File: src/epiu_pkg.sv
// Constants, types and register map for the external pin interrupt unit.
// Assumes a single always-running clock shared by the detectors and the register port.
package epiu_pkg;

	localparam int PIN_COUNT = 28;

	// Register byte addresses on the plain register port
	localparam logic [7:0] ADDR_PC_FLAGS = 8'h1B;
	localparam logic [7:0] ADDR_EXT_FLAGS = 8'h1C;
	localparam logic [7:0] ADDR_EXT_MASK = 8'h1D;
	localparam logic [7:0] ADDR_PC_CTRL = 8'h68;
	localparam logic [7:0] ADDR_SENSE = 8'h69;
	localparam logic [7:0] ADDR_PC_MASK0 = 8'h6B;
	localparam logic [7:0] ADDR_PC_MASK1 = 8'h6C;
	localparam logic [7:0] ADDR_PC_MASK2 = 8'h6D;
	localparam logic [7:0] ADDR_PC_MASK3 = 8'h73;

	// Implemented bits per register; all others read zero and ignore writes
	localparam logic [7:0] WMASK_SENSE = 8'h03;
	localparam logic [7:0] WMASK_EXT_MASK = 8'h01;
	localparam logic [7:0] WMASK_EXT_FLAGS = 8'h01;
	localparam logic [7:0] WMASK_PC_CTRL = 8'h0F;
	localparam logic [7:0] WMASK_PC_FLAGS = 8'h0F;
	localparam logic [7:0] WMASK_PC_MASK0 = 8'h0F;
	localparam logic [7:0] WMASK_PC_MASK1 = 8'h08;
	localparam logic [7:0] WMASK_PC_MASK2 = 8'hF7;
	localparam logic [7:0] WMASK_PC_MASK3 = 8'h0F;
	localparam logic [7:0] REG_RESET = 8'h00;

	// Field positions
	localparam int SENSE_SEL_LO = 0;
	localparam int SENSE_SEL_HI = 1;
	localparam int EXT_ENABLE_BIT = 0;
	localparam int EXT_FLAG_BIT = 0;
	localparam int GROUP3_ENABLE_BIT = 3;
	localparam int EXT_SYNC_BIT = 28;

	// Pins belonging to each pin-change group
	localparam logic [27:0] GROUP0_PINS = 28'h000_000F;
	localparam logic [27:0] GROUP1_PINS = 28'h000_0800;
	localparam logic [27:0] GROUP2_PINS = 28'h0FF_0000;
	localparam logic [27:0] GROUP3_PINS = 28'hF00_0000;

	// Vector numbers and word addresses
	localparam logic [5:0] VEC_EXT = 6'h02;
	localparam logic [5:0] VEC_GROUP0 = 6'h06;
	localparam logic [5:0] VEC_GROUP1 = 6'h07;
	localparam logic [5:0] VEC_GROUP2 = 6'h08;
	localparam logic [5:0] VEC_CARD = 6'h25;
	localparam logic [5:0] VEC_GROUP3 = 6'h26;
	localparam logic [15:0] WADDR_EXT = 16'h0002;
	localparam logic [15:0] WADDR_GROUP0 = 16'h000A;
	localparam logic [15:0] WADDR_GROUP1 = 16'h000C;
	localparam logic [15:0] WADDR_GROUP2 = 16'h000E;
	localparam logic [15:0] WADDR_CARD = 16'h0048;
	localparam logic [15:0] WADDR_GROUP3 = 16'h004A;

	// Cycles after reset before synchroniser output is trusted
	localparam logic [1:0] SETTLE_CYCLES = 2'h3;

	typedef enum logic [1:0] {
		SENSE_LOW = 2'b00,
		SENSE_ANY = 2'b01,
		SENSE_FALL = 2'b10,
		SENSE_RISE = 2'b11
	} epiu_sense_e;

	typedef struct packed {
		logic [7:0] addr;
		logic [7:0] wdata;
		logic wr;
		logic rd;
	} epiu_bus_s;

	typedef struct packed {
		logic ext;
		logic [3:0] group;
	} epiu_ack_s;

	typedef struct packed {
		logic ext_request_irq;
		logic pin_change_group0_irq;
		logic pin_change_group1_irq;
		logic pin_change_group2_irq;
		logic card_presence_irq;
		logic pin_change_group3_irq;
	} epiu_irq_s;

endpackage

File: src/epiu_core.sv
// External pin interrupt unit: one sense-configurable request pin, four pin-change groups,
// register port, request gating and vector selection.
// Assumes clk keeps running in sleep (detector clock), and that ack pulses come from the
// core's vector logic on the same clock.
//
// Overview of operation
// - Pins raise interrupts even when driven as outputs, enabling software interrupts.
// - Group 3 pins 27:24, group 2 pins 23:16, group 1 pin 11, group 0 pins 3:0.
// - Pin-change detection keeps working in sleep, so it can wake the device.
// - Two-bit sense field: low level, any edge, falling edge, rising edge.
// - Low-level mode keeps the external request asserted while the pin stays low.
// - External level and edge detection work during sleep and can wake the device.
// - Low level waking from power-down must persist; otherwise wake without interrupt.
// - External interrupt needs both global enable and its mask bit 0.
// - Selected edge sets the external flag; vectoring also needs both enables.
// - External flag clears on handler entry or on writing one.
// - In low-level mode the external flag always reads cleared.
// - Sleep with external interrupt disabled gates its input, possibly setting the flag.
// - Group 3 enable bit 3 plus global enable lets masked group 3 pins interrupt.
// - Card presence vector 37 at 0048, group 3 vector 38 at 004A.
// - External vector 2 at 0002; groups 0..2 vectors 6..8 at 000A..000E.
// - Change on enabled group pin sets group flag; handler or write-one clears.
// - A pin counts only with its mask bit and its group enable set.
`timescale 1ns/1ps

module epiu_core (
	input wire logic clk, // Detector and register clock
	input wire logic srst, // Synchronous reset, active high
	input wire logic ce, // Clock enable, freezes all state when low
	input wire epiu_pkg::epiu_bus_s bus, // Register port request
	output logic [7:0] rdata, // Read data, valid the cycle after a read
	input wire logic ext_request_pin, // External request pin
	input wire logic [epiu_pkg::PIN_COUNT-1:0] pin_change_inputs, // Pin-change pins
	input wire logic global_int_enable, // Global enable from core_status_reg
	input wire logic sleep_active, // Device is in a sleep mode
	input wire logic card_presence_req, // Card presence request, same clock
	input wire epiu_pkg::epiu_ack_s ack, // Handler entry pulses
	output epiu_pkg::epiu_irq_s irq, // Gated requests per source
	output logic irq_pending, // Any gated request present
	output logic [5:0] irq_vector, // Vector number of highest priority request
	output logic [15:0] irq_word_addr, // Word address of that vector
	output logic wake_req // Wake-up request to sleep control
);
	import epiu_pkg::*;

	localparam int SYNC_W = PIN_COUNT + 1;

	// Edge test for the selected sense mode; low level yields no edge
	function automatic logic sense_edge(input epiu_sense_e mode, input logic prev, input logic cur);
		logic hit;
		hit = 1'b0;
		case (mode)
			SENSE_ANY: hit = prev ^ cur;
			SENSE_FALL: hit = prev & ~cur;
			SENSE_RISE: hit = ~prev & cur;
			default: hit = 1'b0;
		endcase
		return hit;
	endfunction

	// Group hit from masked changes and the group's enable bit
	function automatic logic group_hit(input logic [27:0] contrib, input logic [27:0] pins, input logic en);
		return en & (|(contrib & pins));
	endfunction

	logic [SYNC_W-1:0] sync1_reg;
	logic [SYNC_W-1:0] sync2_reg;
	logic [SYNC_W-1:0] sync3_reg;
	logic [SYNC_W-1:0] filt_reg;
	logic [SYNC_W-1:0] filt_next;
	logic [1:0] settle_reg;
	logic armed_reg;
	logic ext_int_reg;
	logic ext_int_next;

	logic [7:0] sense_reg;
	logic [7:0] ext_mask_reg;
	logic [7:0] pc_ctrl_reg;
	logic [7:0] pc_mask0_reg;
	logic [7:0] pc_mask1_reg;
	logic [7:0] pc_mask2_reg;
	logic [7:0] pc_mask3_reg;
	logic ext_flag_reg;
	logic [3:0] pc_flag_reg;
	logic [7:0] rdata_reg;

	epiu_sense_e sense_mode;
	logic ext_enabled;
	logic low_level;
	logic level_req;
	logic ext_edge;
	logic ext_flag_set;
	logic ext_flag_clr;
	logic [27:0] pin_mask_vec;
	logic [27:0] pc_contrib;
	logic [3:0] pc_set;
	logic [3:0] pc_clr;
	logic wr_ext_flags;
	logic wr_pc_flags;
	epiu_irq_s irq_next;
	epiu_irq_s irq_reg;
	logic [5:0] vec_next;
	logic [15:0] waddr_next;
	logic [5:0] vec_reg;
	logic [15:0] waddr_reg;
	logic pending_reg;
	logic wake_reg;

	// Three-stage synchroniser; pins are sampled regardless of port direction
	always_ff @(posedge clk) begin
		if (srst) begin
			sync1_reg <= '0;
			sync2_reg <= '0;
			sync3_reg <= '0;
		end else if (ce) begin
			sync1_reg <= {ext_request_pin, pin_change_inputs};
			sync2_reg <= sync1_reg;
			sync3_reg <= sync2_reg;
		end
	end

	// A change counts only when stages two and three agree, so one pin event gives one change
	assign filt_next = (~(sync2_reg ^ sync3_reg) & sync3_reg) | ((sync2_reg ^ sync3_reg) & filt_reg);

	// Hold off edge detection until the pipeline holds real pin levels, avoiding a false edge at reset
	always_ff @(posedge clk) begin
		if (srst) begin
			settle_reg <= '0;
			armed_reg <= 1'b0;
			filt_reg <= '0;
		end else if (ce) begin
			if (settle_reg != SETTLE_CYCLES) begin
				settle_reg <= settle_reg + 2'h1;
			end
			armed_reg <= (settle_reg == SETTLE_CYCLES);
			filt_reg <= armed_reg ? filt_next : sync3_reg;
		end
	end

	assign sense_mode = epiu_sense_e'(sense_reg[SENSE_SEL_HI:SENSE_SEL_LO]);
	assign ext_enabled = ext_mask_reg[EXT_ENABLE_BIT];

	// Input buffer is switched off in sleep when the request is disabled; reads as low
	assign ext_int_next = (sleep_active & ~ext_enabled) ? 1'b0 : filt_next[EXT_SYNC_BIT];

	always_ff @(posedge clk) begin
		if (srst) begin
			ext_int_reg <= 1'b1;
		end else if (ce) begin
			// Load the settled pin level before arming, so a pin held low gives no false edge
			if (armed_reg) begin
				ext_int_reg <= ext_int_next;
			end else if (settle_reg == SETTLE_CYCLES) begin
				ext_int_reg <= sync3_reg[EXT_SYNC_BIT];
			end
		end
	end

	assign low_level = ~ext_int_reg;
	// Level request is live: if the pin rises before service, no interrupt remains
	assign level_req = (sense_mode == SENSE_LOW) & low_level;
	assign ext_edge = armed_reg & sense_edge(sense_mode, ext_int_reg, ext_int_next);

	assign wr_ext_flags = bus.wr & (bus.addr == ADDR_EXT_FLAGS);
	assign wr_pc_flags = bus.wr & (bus.addr == ADDR_PC_FLAGS);

	assign ext_flag_set = ext_edge;
	assign ext_flag_clr = ack.ext | (wr_ext_flags & bus.wdata[EXT_FLAG_BIT]) | (sense_mode == SENSE_LOW);

	// Set wins over clear so an event in the clearing cycle survives
	always_ff @(posedge clk) begin
		if (srst) begin
			ext_flag_reg <= 1'b0;
		end else if (ce) begin
			if (ext_flag_set) begin
				ext_flag_reg <= 1'b1;
			end else if (ext_flag_clr) begin
				ext_flag_reg <= 1'b0;
			end
		end
	end

	// Pins 7:4 and 15:12 belong to no group and never contribute
	assign pin_mask_vec = {pc_mask3_reg[3:0], pc_mask2_reg, pc_mask1_reg, 4'h0, pc_mask0_reg[3:0]};
	assign pc_contrib = armed_reg ? ((filt_next[27:0] ^ filt_reg[27:0]) & pin_mask_vec) : '0;

	always_comb begin
		pc_set[0] = group_hit(pc_contrib, GROUP0_PINS, pc_ctrl_reg[0]);
		pc_set[1] = group_hit(pc_contrib, GROUP1_PINS, pc_ctrl_reg[1]);
		pc_set[2] = group_hit(pc_contrib, GROUP2_PINS, pc_ctrl_reg[2]);
		pc_set[3] = group_hit(pc_contrib, GROUP3_PINS, pc_ctrl_reg[GROUP3_ENABLE_BIT]);
	end

	assign pc_clr = ack.group | (wr_pc_flags ? (bus.wdata[3:0] & WMASK_PC_FLAGS[3:0]) : 4'h0);

	always_ff @(posedge clk) begin
		if (srst) begin
			pc_flag_reg <= 4'h0;
		end else if (ce) begin
			pc_flag_reg <= pc_set | (pc_flag_reg & ~pc_clr);
		end
	end

	// Control registers; only implemented bits are stored
	always_ff @(posedge clk) begin
		if (srst) begin
			sense_reg <= REG_RESET;
			ext_mask_reg <= REG_RESET;
			pc_ctrl_reg <= REG_RESET;
			pc_mask0_reg <= REG_RESET;
			pc_mask1_reg <= REG_RESET;
			pc_mask2_reg <= REG_RESET;
			pc_mask3_reg <= REG_RESET;
		end else if (ce && bus.wr) begin
			case (bus.addr)
				ADDR_SENSE: sense_reg <= bus.wdata & WMASK_SENSE;
				ADDR_EXT_MASK: ext_mask_reg <= bus.wdata & WMASK_EXT_MASK;
				ADDR_PC_CTRL: pc_ctrl_reg <= bus.wdata & WMASK_PC_CTRL;
				ADDR_PC_MASK0: pc_mask0_reg <= bus.wdata & WMASK_PC_MASK0;
				ADDR_PC_MASK1: pc_mask1_reg <= bus.wdata & WMASK_PC_MASK1;
				ADDR_PC_MASK2: pc_mask2_reg <= bus.wdata & WMASK_PC_MASK2;
				ADDR_PC_MASK3: pc_mask3_reg <= bus.wdata & WMASK_PC_MASK3;
				default: ;
			endcase
		end
	end

	// Read data stands only in the cycle after the read strobe
	always_ff @(posedge clk) begin
		if (srst) begin
			rdata_reg <= 8'h00;
		end else if (ce) begin
			rdata_reg <= 8'h00;
			if (bus.rd) begin
				case (bus.addr)
					ADDR_SENSE: rdata_reg <= sense_reg;
					ADDR_EXT_MASK: rdata_reg <= ext_mask_reg;
					ADDR_EXT_FLAGS: rdata_reg <= {7'h00, ext_flag_reg};
					ADDR_PC_CTRL: rdata_reg <= pc_ctrl_reg;
					ADDR_PC_FLAGS: rdata_reg <= {4'h0, pc_flag_reg};
					ADDR_PC_MASK0: rdata_reg <= pc_mask0_reg;
					ADDR_PC_MASK1: rdata_reg <= pc_mask1_reg;
					ADDR_PC_MASK2: rdata_reg <= pc_mask2_reg;
					ADDR_PC_MASK3: rdata_reg <= pc_mask3_reg;
					default: rdata_reg <= 8'h00;
				endcase
			end
		end
	end

	// Requests toward the core need the global enable as well as the source enable; card presence needs only the global enable
	always_comb begin
		irq_next.ext_request_irq = global_int_enable & ext_enabled & (ext_flag_reg | level_req);
		irq_next.pin_change_group0_irq = global_int_enable & pc_ctrl_reg[0] & pc_flag_reg[0];
		irq_next.pin_change_group1_irq = global_int_enable & pc_ctrl_reg[1] & pc_flag_reg[1];
		irq_next.pin_change_group2_irq = global_int_enable & pc_ctrl_reg[2] & pc_flag_reg[2];
		irq_next.card_presence_irq = global_int_enable & card_presence_req;
		irq_next.pin_change_group3_irq = global_int_enable & pc_ctrl_reg[GROUP3_ENABLE_BIT] & pc_flag_reg[3];
	end

	// Lowest vector number wins
	always_comb begin
		vec_next = 6'h00;
		waddr_next = 16'h0000;
		if (irq_next.ext_request_irq) begin
			vec_next = VEC_EXT;
			waddr_next = WADDR_EXT;
		end else if (irq_next.pin_change_group0_irq) begin
			vec_next = VEC_GROUP0;
			waddr_next = WADDR_GROUP0;
		end else if (irq_next.pin_change_group1_irq) begin
			vec_next = VEC_GROUP1;
			waddr_next = WADDR_GROUP1;
		end else if (irq_next.pin_change_group2_irq) begin
			vec_next = VEC_GROUP2;
			waddr_next = WADDR_GROUP2;
		end else if (irq_next.card_presence_irq) begin
			vec_next = VEC_CARD;
			waddr_next = WADDR_CARD;
		end else if (irq_next.pin_change_group3_irq) begin
			vec_next = VEC_GROUP3;
			waddr_next = WADDR_GROUP3;
		end
	end

	always_ff @(posedge clk) begin
		if (srst) begin
			irq_reg <= '0;
			vec_reg <= 6'h00;
			waddr_reg <= 16'h0000;
			pending_reg <= 1'b0;
		end else if (ce) begin
			irq_reg <= irq_next;
			vec_reg <= vec_next;
			waddr_reg <= waddr_next;
			pending_reg <= |irq_next;
		end
	end

	// Wake ignores the global enable; sleep control decides what to do with it
	always_ff @(posedge clk) begin
		if (srst) begin
			wake_reg <= 1'b0;
		end else if (ce) begin
			wake_reg <= (ext_enabled & (ext_flag_reg | level_req)) | (|(pc_flag_reg & pc_ctrl_reg[3:0]));
		end
	end

	assign rdata = rdata_reg;
	assign irq = irq_reg;
	assign irq_pending = pending_reg;
	assign irq_vector = vec_reg;
	assign irq_word_addr = waddr_reg;
	assign wake_req = wake_reg;

endmodule

File: config.mk
export PLATFORM = sky130hd
export DESIGN_NAME = epiu_core
export DESIGN_NICKNAME = d
export VERILOG_FILES = /design/src/epiu_pkg.sv /design/src/epiu_core.sv
export SDC_FILE = /design/constraint.sdc
export NUM_CORES = 1
export LEC_CHECK = 0
export ABC_AREA = 1
export BUFFER_PORTS_ARGS = -buffer_cell sky130_fd_sc_hd__buf_2
export CAP_MARGIN = 20
export CORE_AREA = 5 5 104 106
export CTS_CLUSTER_DIAMETER = 30
export CTS_CLUSTER_SIZE = 25
export DETAILED_ROUTE_END_ITERATION = 16
export DIE_AREA = 0 0 109 111
export GPL_TIMING_DRIVEN = 0
export PLACE_DENSITY = 0.93
export SYNTH_ARGS = -nofsm -noshare
export SYNTH_HDL_FRONTEND = slang
export SYNTH_SLANG_ARGS = --single-unit
File: constraint.sdc
create_clock -name clk -period 2.5 [get_ports clk]
set_clock_uncertainty 0.05 [all_clocks]
set_input_delay 0.125 -clock clk [delete_from_list [all_inputs] [get_ports clk]]
set_output_delay 0.125 -clock clk [all_outputs]
set_load 0.01 [all_outputs]
==> metrics.md, run 1 <==
| Metric | Value |
|---|---|
| R2r setup slk | `0.80 ns` |
| Tcrit/Tclk final | `0.6784` |
| Tot GR Track Use | `0.3230` |
| Clock share of power | `0.496` |
| Vias in the first global route | `6265` |
| Synth top area cells | `dfxtp_1 44%, o21ai_0 10%, a21oi_1 8.3%` |
| Final Max Tran Viols | `0` |
| Delay-heaviest family, CP | `simple AND/OR/NAND/NOR gates` |
| Initial DRC Count | `796` |
| Slowest cell delay on critical path | `0.36 ns` |
| Synth cell count leaders | `124 x dfxtp_1, 114 x o21ai_0, 94 x a21oi_1` |
| Layout cells sized above 1 | `0.1589` |
| Max Cap Violations | `0` |
| Post-layout total power | `about 5.3 mW` |
| Number of warnings issued by yosys | `0` |
| PD cells | `730.3 mW/mm^2` |
| Crit path buf inv count | `1` |
| Routed wire length | `19370 microns` |
| Worst setup SP type | `flop` |
| CTS Buf Count | `17` |
| Row count | `36` |
| Max VDD drop | `a little under 0.7 mV` |
| Worst Tran Pin Value | `0.6755 ns` |
| Drt via density | `roughly 6.0` |
| Sequential area share after synthesis | `0.4361` |
| Share of total power in combinational logic | `0.098` |
| Crit path kind | `reg -> reg` |
| Final min period | `1.696 ns` |
| Psw | `about 1.3 mW` |
| Leading area contributor after synthesis | `dfxtp_1` |
| Routed via count | `6390` |
| Mapped Cells | `781` |
| Internal power | `3.937 mW` |
| FF+latch count, synth | `124` |
| Fin nets | `974` |
| Status | `complete, no violations` |
| Vert. Die Dim | `roughly 110 microns` |
| Highest metal layer with signal wires | `met4` |
| CTS max path bufs | `2` |
| Drt first pass iters | `6` |
| Cell area after synthesis | `0.005692 sq mm` |
| Initial antenna violation count | `0` |
| # Post-CTS Setup Buffers | `0` |
| CP Data Required Time | `around 2.9 ns` |
| WL/cell | `18.31 microns` |
| Met2 wire length | `8801 microns` |
| Area share of the largest cell type after synthesis | `0.4361` |
| R2r startpoint | `sense_reg[1]` |
| Most frequent cell on the critical path | `nor2_1` |
| I/O pins | `96` |
| First-pass GRT wire length | `30570 microns` |
| Achievable frequency | `589.6 MHz` |
| Starting Density | `0.5877` |
| Top_reg_cell synth | `dfxtp_1` |
| Clock-pin slew on the worst setup and hold paths | `about 0.06 ns` |
| Setup TNS | `0 ns` |
| Avg Inst Size Synth | `about 7.3 sq um` |
| Leak pwr | `3.116 nW` |
| Final setup vio count | `0` |
| Count of cell types in the netlist | `39` |
| Crit end category | `flop` |
| Reg power frac | `0.405` |
| CTS root buf | `clkbuf_8` |
| Hold Path Class | `in -> reg` |
| Slew headroom | `0.5496` |
| Global placement routability congestion | `~0.94` |
| TritonCTS clock tree | `yes` |
| Worst Hold Launch | `bus[12]` |
| Crit. Startpoint | `sense_reg[1]` |
| Htree depth | `4` |
| Drt drc | `0` |
| Clock insertion delay at the later pin of the skew report | `roughly 0.53 ns` |
| FFs w/ async S/R, synth | `0` |
| Met1 wire length | `6983 microns` |
| Post-DP HPWL | `~12000 microns` |
| Most common cell in the synthesized netlist | `dfxtp_1` |
| Diode count | `0` |
| EDFF count, synth | `0` |
| Critical path, cell by cell | `inv_1 -> nand2_1 -> nor2_1 -> o21ai_1 -> nor2_1 -> nor2_1 -> nand3_1 -> a21oi_1` |
| Area Growth Syn to Fin | `26.56%` |
| Detail Route Antenna Nets | `0` |
| CP Max Fanout | `4` |
| Worst EP arrival | `2.10 ns` |
| CP max stage cell | `dfxtp_1` |
| Resized Gates After CTS | `0` |
| DIE AREA | `0.01210 sq mm` |
| Port Buffer Count | `slightly below 70` |
| Final Hold Viols | `0` |
| Met3 WL | `around 2400 microns` |
| Core outline area | `0.009684 sq mm` |
| Sw Share | `0.2516` |
| Largest net degree at the start of global routing | `17` |
| Hold buffers post-CTS | `33` |
| RSZ-0062 raised after global routing | `no` |
| TritonCTS Sinks | `124` |
| Total gr overflow | `0` |
| DIE WIDTH | `109 microns` |
final timing paths:
path	to	depth (start not counted)
max	irq_vector[3]	8
max reg2reg	irq_vector[3]	8
min	pc_mask2_reg[0]	5
min reg2reg	rdata[2]	2
stage by stage:
step                instance area (sq um)  worst slack, ns  utilization  hold slack (ns)  instances
global placement                     6243           0.9345       0.6447           0.2950        994
finish                               7203           0.8040       0.7438          0.02199       1058
CTS                                  7203           0.8439       0.7438          0.01534       1058
global route                         7203           0.7196       0.7438          0.03662       1058
detailed placement                   6243           0.9322       0.6447           0.3059        994
floorplan                            5737            1.068            -           0.2099        793
kinds of logic after synthesis:
logic type	after synthesis	share of synthesized area
AO/OA/AOI/OAI	251	0.2401
buffers and inverters	139	0.1110
other	1	0.0006589
flip-flops	124	0.4361
adder cells (fa/ha/maj)	5	0.01011
AND/OR/NAND/NOR	261	0.2020
cell type report:
cell class / count / area (sq um)
multi-input cells: 530 / 2623
flip-flops and latches: 124 / 2482
fillers: 668 / 2481
repair buffers: 101 / 670.6
clock buffers: 19 / 441.7
plain buffers: 55 / 316.6
inverters: 84 / 315.3
clock inverters: 12 / 187.7
well taps: 133 / 166.4
layout by cell type, fill, tap and decap left out, types with 5 or more instances in the layout:
| cell | Yosys | layout |
|---|---|---|
| nand4_1 | 9 | 9 |
| dfxtp_1 | 124 | 124 |
| clkbuf_16 | 0 | 16 |
| dlygate4sd3_1 | 0 | 33 |
| o21ai_0 | 114 | 114 |
| nand2_1 | 93 | 93 |
| a211oi_1 | 10 | 10 |
| clkbuf_1 | 19 | 19 |
| conb_1 | 1 | 13 |
| o211ai_1 | 5 | 5 |
| a31oi_1 | 6 | 6 |
| buf_2 | 17 | 85 |
| inv_1 | 82 | 82 |
| nor2_1 | 91 | 91 |
| buf_4 | 16 | 16 |
| a21oi_1 | 94 | 94 |
| a311oi_1 | 7 | 7 |
| nand3_1 | 53 | 53 |
power by group through the flow:
| stage | Sequential (mW) | Combinational, mW | Clock [mW] |
|---|---|---|---|
| floorplan | 2.16 | 0.290 | 0 |
| global placement | 2.16 | 0.430 | 0 |
| detailed placement | 2.17 | 0.443 | 0 |
| CTS | 2.13 | 0.496 | 2.60 |
| global route | 2.14 | 0.559 | 2.71 |
| finish | 2.13 | 0.518 | 2.61 |
worst reg2reg max path, stage by stage, from the launching register on:
cell	delay [ns]
dfxtp_1	0.36
inv_1	0.09
nand2_1	0.12
nor2_1	0.06
o21ai_1	0.25
nor2_1	0.18
nor2_1	0.23
nand3_1	0.13
a21oi_1	0.15
layer usage:
metal	up-vias	GRT usage
met1	2851	0.3936
met3	133	0.08678
met4	0	0.1928
met5	-	0
li1	2873	-
met2	533	0.5037
Note: power is estimated with default switching activity, not from simulation.
==> run 2: changes to the inputs <==
CORE_AREA = 5 5 112 114   (was 5 5 104 106)
DIE_AREA = 0 0 117 119   (was 0 0 109 111)
PLACE_DENSITY = 0.85   (was 0.93)
clock period = 1.4 ns   (was 2.5 ns; I/O delays follow)
==> run 2 against run 1 <==
The flow now finishes with violations (setup timing). Total power grew 66%. Cell area grew 1.2%. Maximum frequency is 19% higher. Largest power group unchanged. Final cell count rose by 1.7%. Critical endpoint is now ext_flag_reg.
==> metrics.md, run 2 (same netlist as run 1, synthesis figures left out) <==
| Metric | Value |
|---|---|
| TritonCTS clock tree | `yes` |
| WL/cell | `16.90 microns (-7.7%)` |
| Status | `finished with violations` |
| Path depth of the worst reg2reg path | `7 (-1)` |
| CTS Buf Count | `17 (unchanged)` |
| Clock insertion delay at the later pin of the skew report | `0.41 ns (-0.12 ns)` |
| Layout cells sized above 1 | `0.1983 (+0.03937)` |
| Final instance area | `0.007291 sq mm (+1.2%)` |
| Initial antenna violation count | `0 (unchanged)` |
| Crit path kind | `reg -> reg` |
| Max VDD drop | `1.119 mV (+65%)` |
| CP max stage cell | `maj3_2` |
| Routed via count | `6194 (-3.1%)` |
| Leak pwr | `3.138 nW (+0.71%)` |
| Crit. Startpoint | `sync2_reg[28]` |
| R2r setup slk | `-0.03 ns (-0.83 ns)` |
| CP Max Fanout | `3 (-1)` |
| I/O pins | `96 (unchanged)` |
| Failing checks | `setup timing` |
| Post-DP HPWL | `11880 microns (-1.2%)` |
| Global placement routability congestion | `0.9367 (-0.17%)` |
| Critical R2R Capture | `ext_flag_reg` |
| Crit path buf inv count | `1 (unchanged)` |
| Achievable frequency | `699.2 MHz (+19%)` |
| Drt first pass iters | `6 (unchanged)` |
| Critical path, cell by cell | `maj3_2 -> nand2_4 -> inv_4 -> ha_4 -> nand2_2 -> nand4_1 -> a21oi_1` |
| Tcrit/Tclk final | `1.022 (+0.3432)` |
| Tot GR Track Use | `0.2555 (-0.06744)` |
| DIE AREA | `0.01392 sq mm (+15%)` |
| Core outline area | `0.01132 sq mm (+17%)` |
| TritonCTS Sinks | `124 (unchanged)` |
| Worst Hold Path Cells | `3 (-2)` |
| Final Hold Viols | `0 (unchanged)` |
| Critical path depth | `7 (-1)` |
| Total gr overflow | `0 (unchanged)` |
| Crit end category | `flop` |
| Area Growth Syn to Fin | `28.09%` |
| Met1 wire length | `7137 microns (+2.2%)` |
| Placed cell area | `0.006257 sq mm (+0.22%)` |
| PD cells | `1199 mW/mm^2 (+64%)` |
| CP Data Required Time | `1.69 ns (-1.21 ns)` |
| Delay-heaviest family, CP | `adder cells` |
| Slowest cell delay on critical path | `0.33 ns (-0.03 ns)` |
| CTS max path bufs | `2 (unchanged)` |
| CTS root buf | `clkbuf_16` |
| Routed wire length | `18180 microns (-6.1%)` |
| Worst setup margin | `-0.03015 ns (-0.8342 ns)` |
| Slew headroom | `0.5596 (+0.009928)` |
| Diode count | `0 (unchanged)` |
| Final Max Tran Viols | `0 (unchanged)` |
| Clock-pin slew on the worst setup and hold paths | `0.05 ns (about the same)` |
| Highest metal layer with signal wires | `met4` |
| Fin nets | `982 (+0.82%)` |
| Worst Tran Pin Value | `0.6607 ns (-0.01489 ns)` |
| Critical Path End | `ext_flag_reg` |
| Most common cell after layout, fill and taps aside | `dfxtp_1` |
| Final min period | `1.430 ns (-0.2658 ns)` |
| Met3 WL | `2162 microns (-8.7%)` |
| RSZ-0062 raised after global routing | `yes` |
| First-pass GRT wire length | `28210 microns (-7.7%)` |
| Drt via density | `5.757 (-4.7%)` |
| Most frequent cells in the layout | `117 x dfxtp_1, 113 x o21ai_0, 94 x a21oi_1` |
| Max Cap Violations | `0 (unchanged)` |
| Met2 wire length | `8225 microns (-6.5%)` |
| Port Buffer Count | `68 (unchanged)` |
| Row count | `39 (+8.3%)` |
| Detail Route Antenna Nets | `0 (unchanged)` |
| Initial DRC Count | `810 (+1.8%)` |
| R2r startpoint | `sync2_reg[28]` |
| Starting Density | `0.5028 (-0.08496)` |
| Largest net degree at the start of global routing | `17 (unchanged)` |
| DIE WIDTH | `117 microns (+7.3%)` |
| Vias in the first global route | `5741 (-8.4%)` |
| Worst setup SP type | `flop` |
| Hold Path Class | `in -> reg` |
| Htree depth | `4 (unchanged)` |
| Vert. Die Dim | `119 microns (+7.2%)` |
| Final setup vio count | `5 (+5)` |
| Setup TNS | `-0.07473 ns (-0.07473 ns)` |
| Finished Core Util | `0.6440 (-0.09979)` |
| Drt drc | `0 (unchanged)` |
| Worst EP arrival | `1.72 ns (-0.38 ns)` |
run 2: worst min path at each step:
stage                          start             end  slack (ns)
6_report                      bus[5]  pc_ctrl_reg[3]        0.02
5_1_grt                       ack[4]    ext_flag_reg        0.04
4_1_cts                       bus[5]  pc_ctrl_reg[3]        0.01
3_5_place_dp   pin_change_inputs[11]   sync1_reg[11]        0.25
3_3_place_gp         ext_request_pin   sync1_reg[28]        0.24
2_1_floorplan   pin_change_inputs[0]    sync1_reg[0]        0.15
run 2: repair_timing:
action,4_1_cts,5_1_grt
hold buffers,30,0
buffers inserted,3,8
endpoints found under the hold margin,37,0
setup endpoints to repair,12,18
gates resized for setup,18,23
pin swaps,8,11
run 2: area by class of cell:
type / instances / area (sq um)
fill: 916 / 4030
multi-input combinational: 530 / 2716
sequential: 124 / 2491
timing repair buffer: 109 / 726.9
clock buffer: 19 / 432.9
buffer: 55 / 325.3
inverter: 84 / 317.8
tap: 143 / 178.9
clock inverter: 12 / 101.3
run 2: metal layers:
| metal | global-route usage | vias to the layer above |
|---|---|---|
| met5 | 0 | - |
| met4 | 0.1047 | 0 |
| met3 | 0.08012 | 69 |
| met1 | 0.3266 | 2843 |
| li1 | - | 2888 |
| met2 | 0.3983 | 394 |
run 2: worst min-delay path, cell delays in order:
cell	delay, ns
buf_2	0.15
o21ai_0	0.16
a21oi_1	0.05
run 2: per-stage QoR:
step                hold slack (ns)  power (mW)  cells  setup slack, ns
floorplan                    0.1549       4.371    793          0.01787
global placement             0.2395       4.637   1004          -0.2088
detailed placement           0.2472       4.658   1004          -0.2073
CTS                         0.01435       8.663   1068        -0.006158
global route                0.03821       9.021   1076         -0.08676
finish                      0.02449       8.740   1076         -0.03015
run 2: report_power, final:
group / switching (mW) / internal [mW] / total (mW)
clock: 1.59 / 2.41 / 4.00
combinational: 0.571 / 0.361 / 0.932
sequential: 0.113 / 3.69 / 3.80
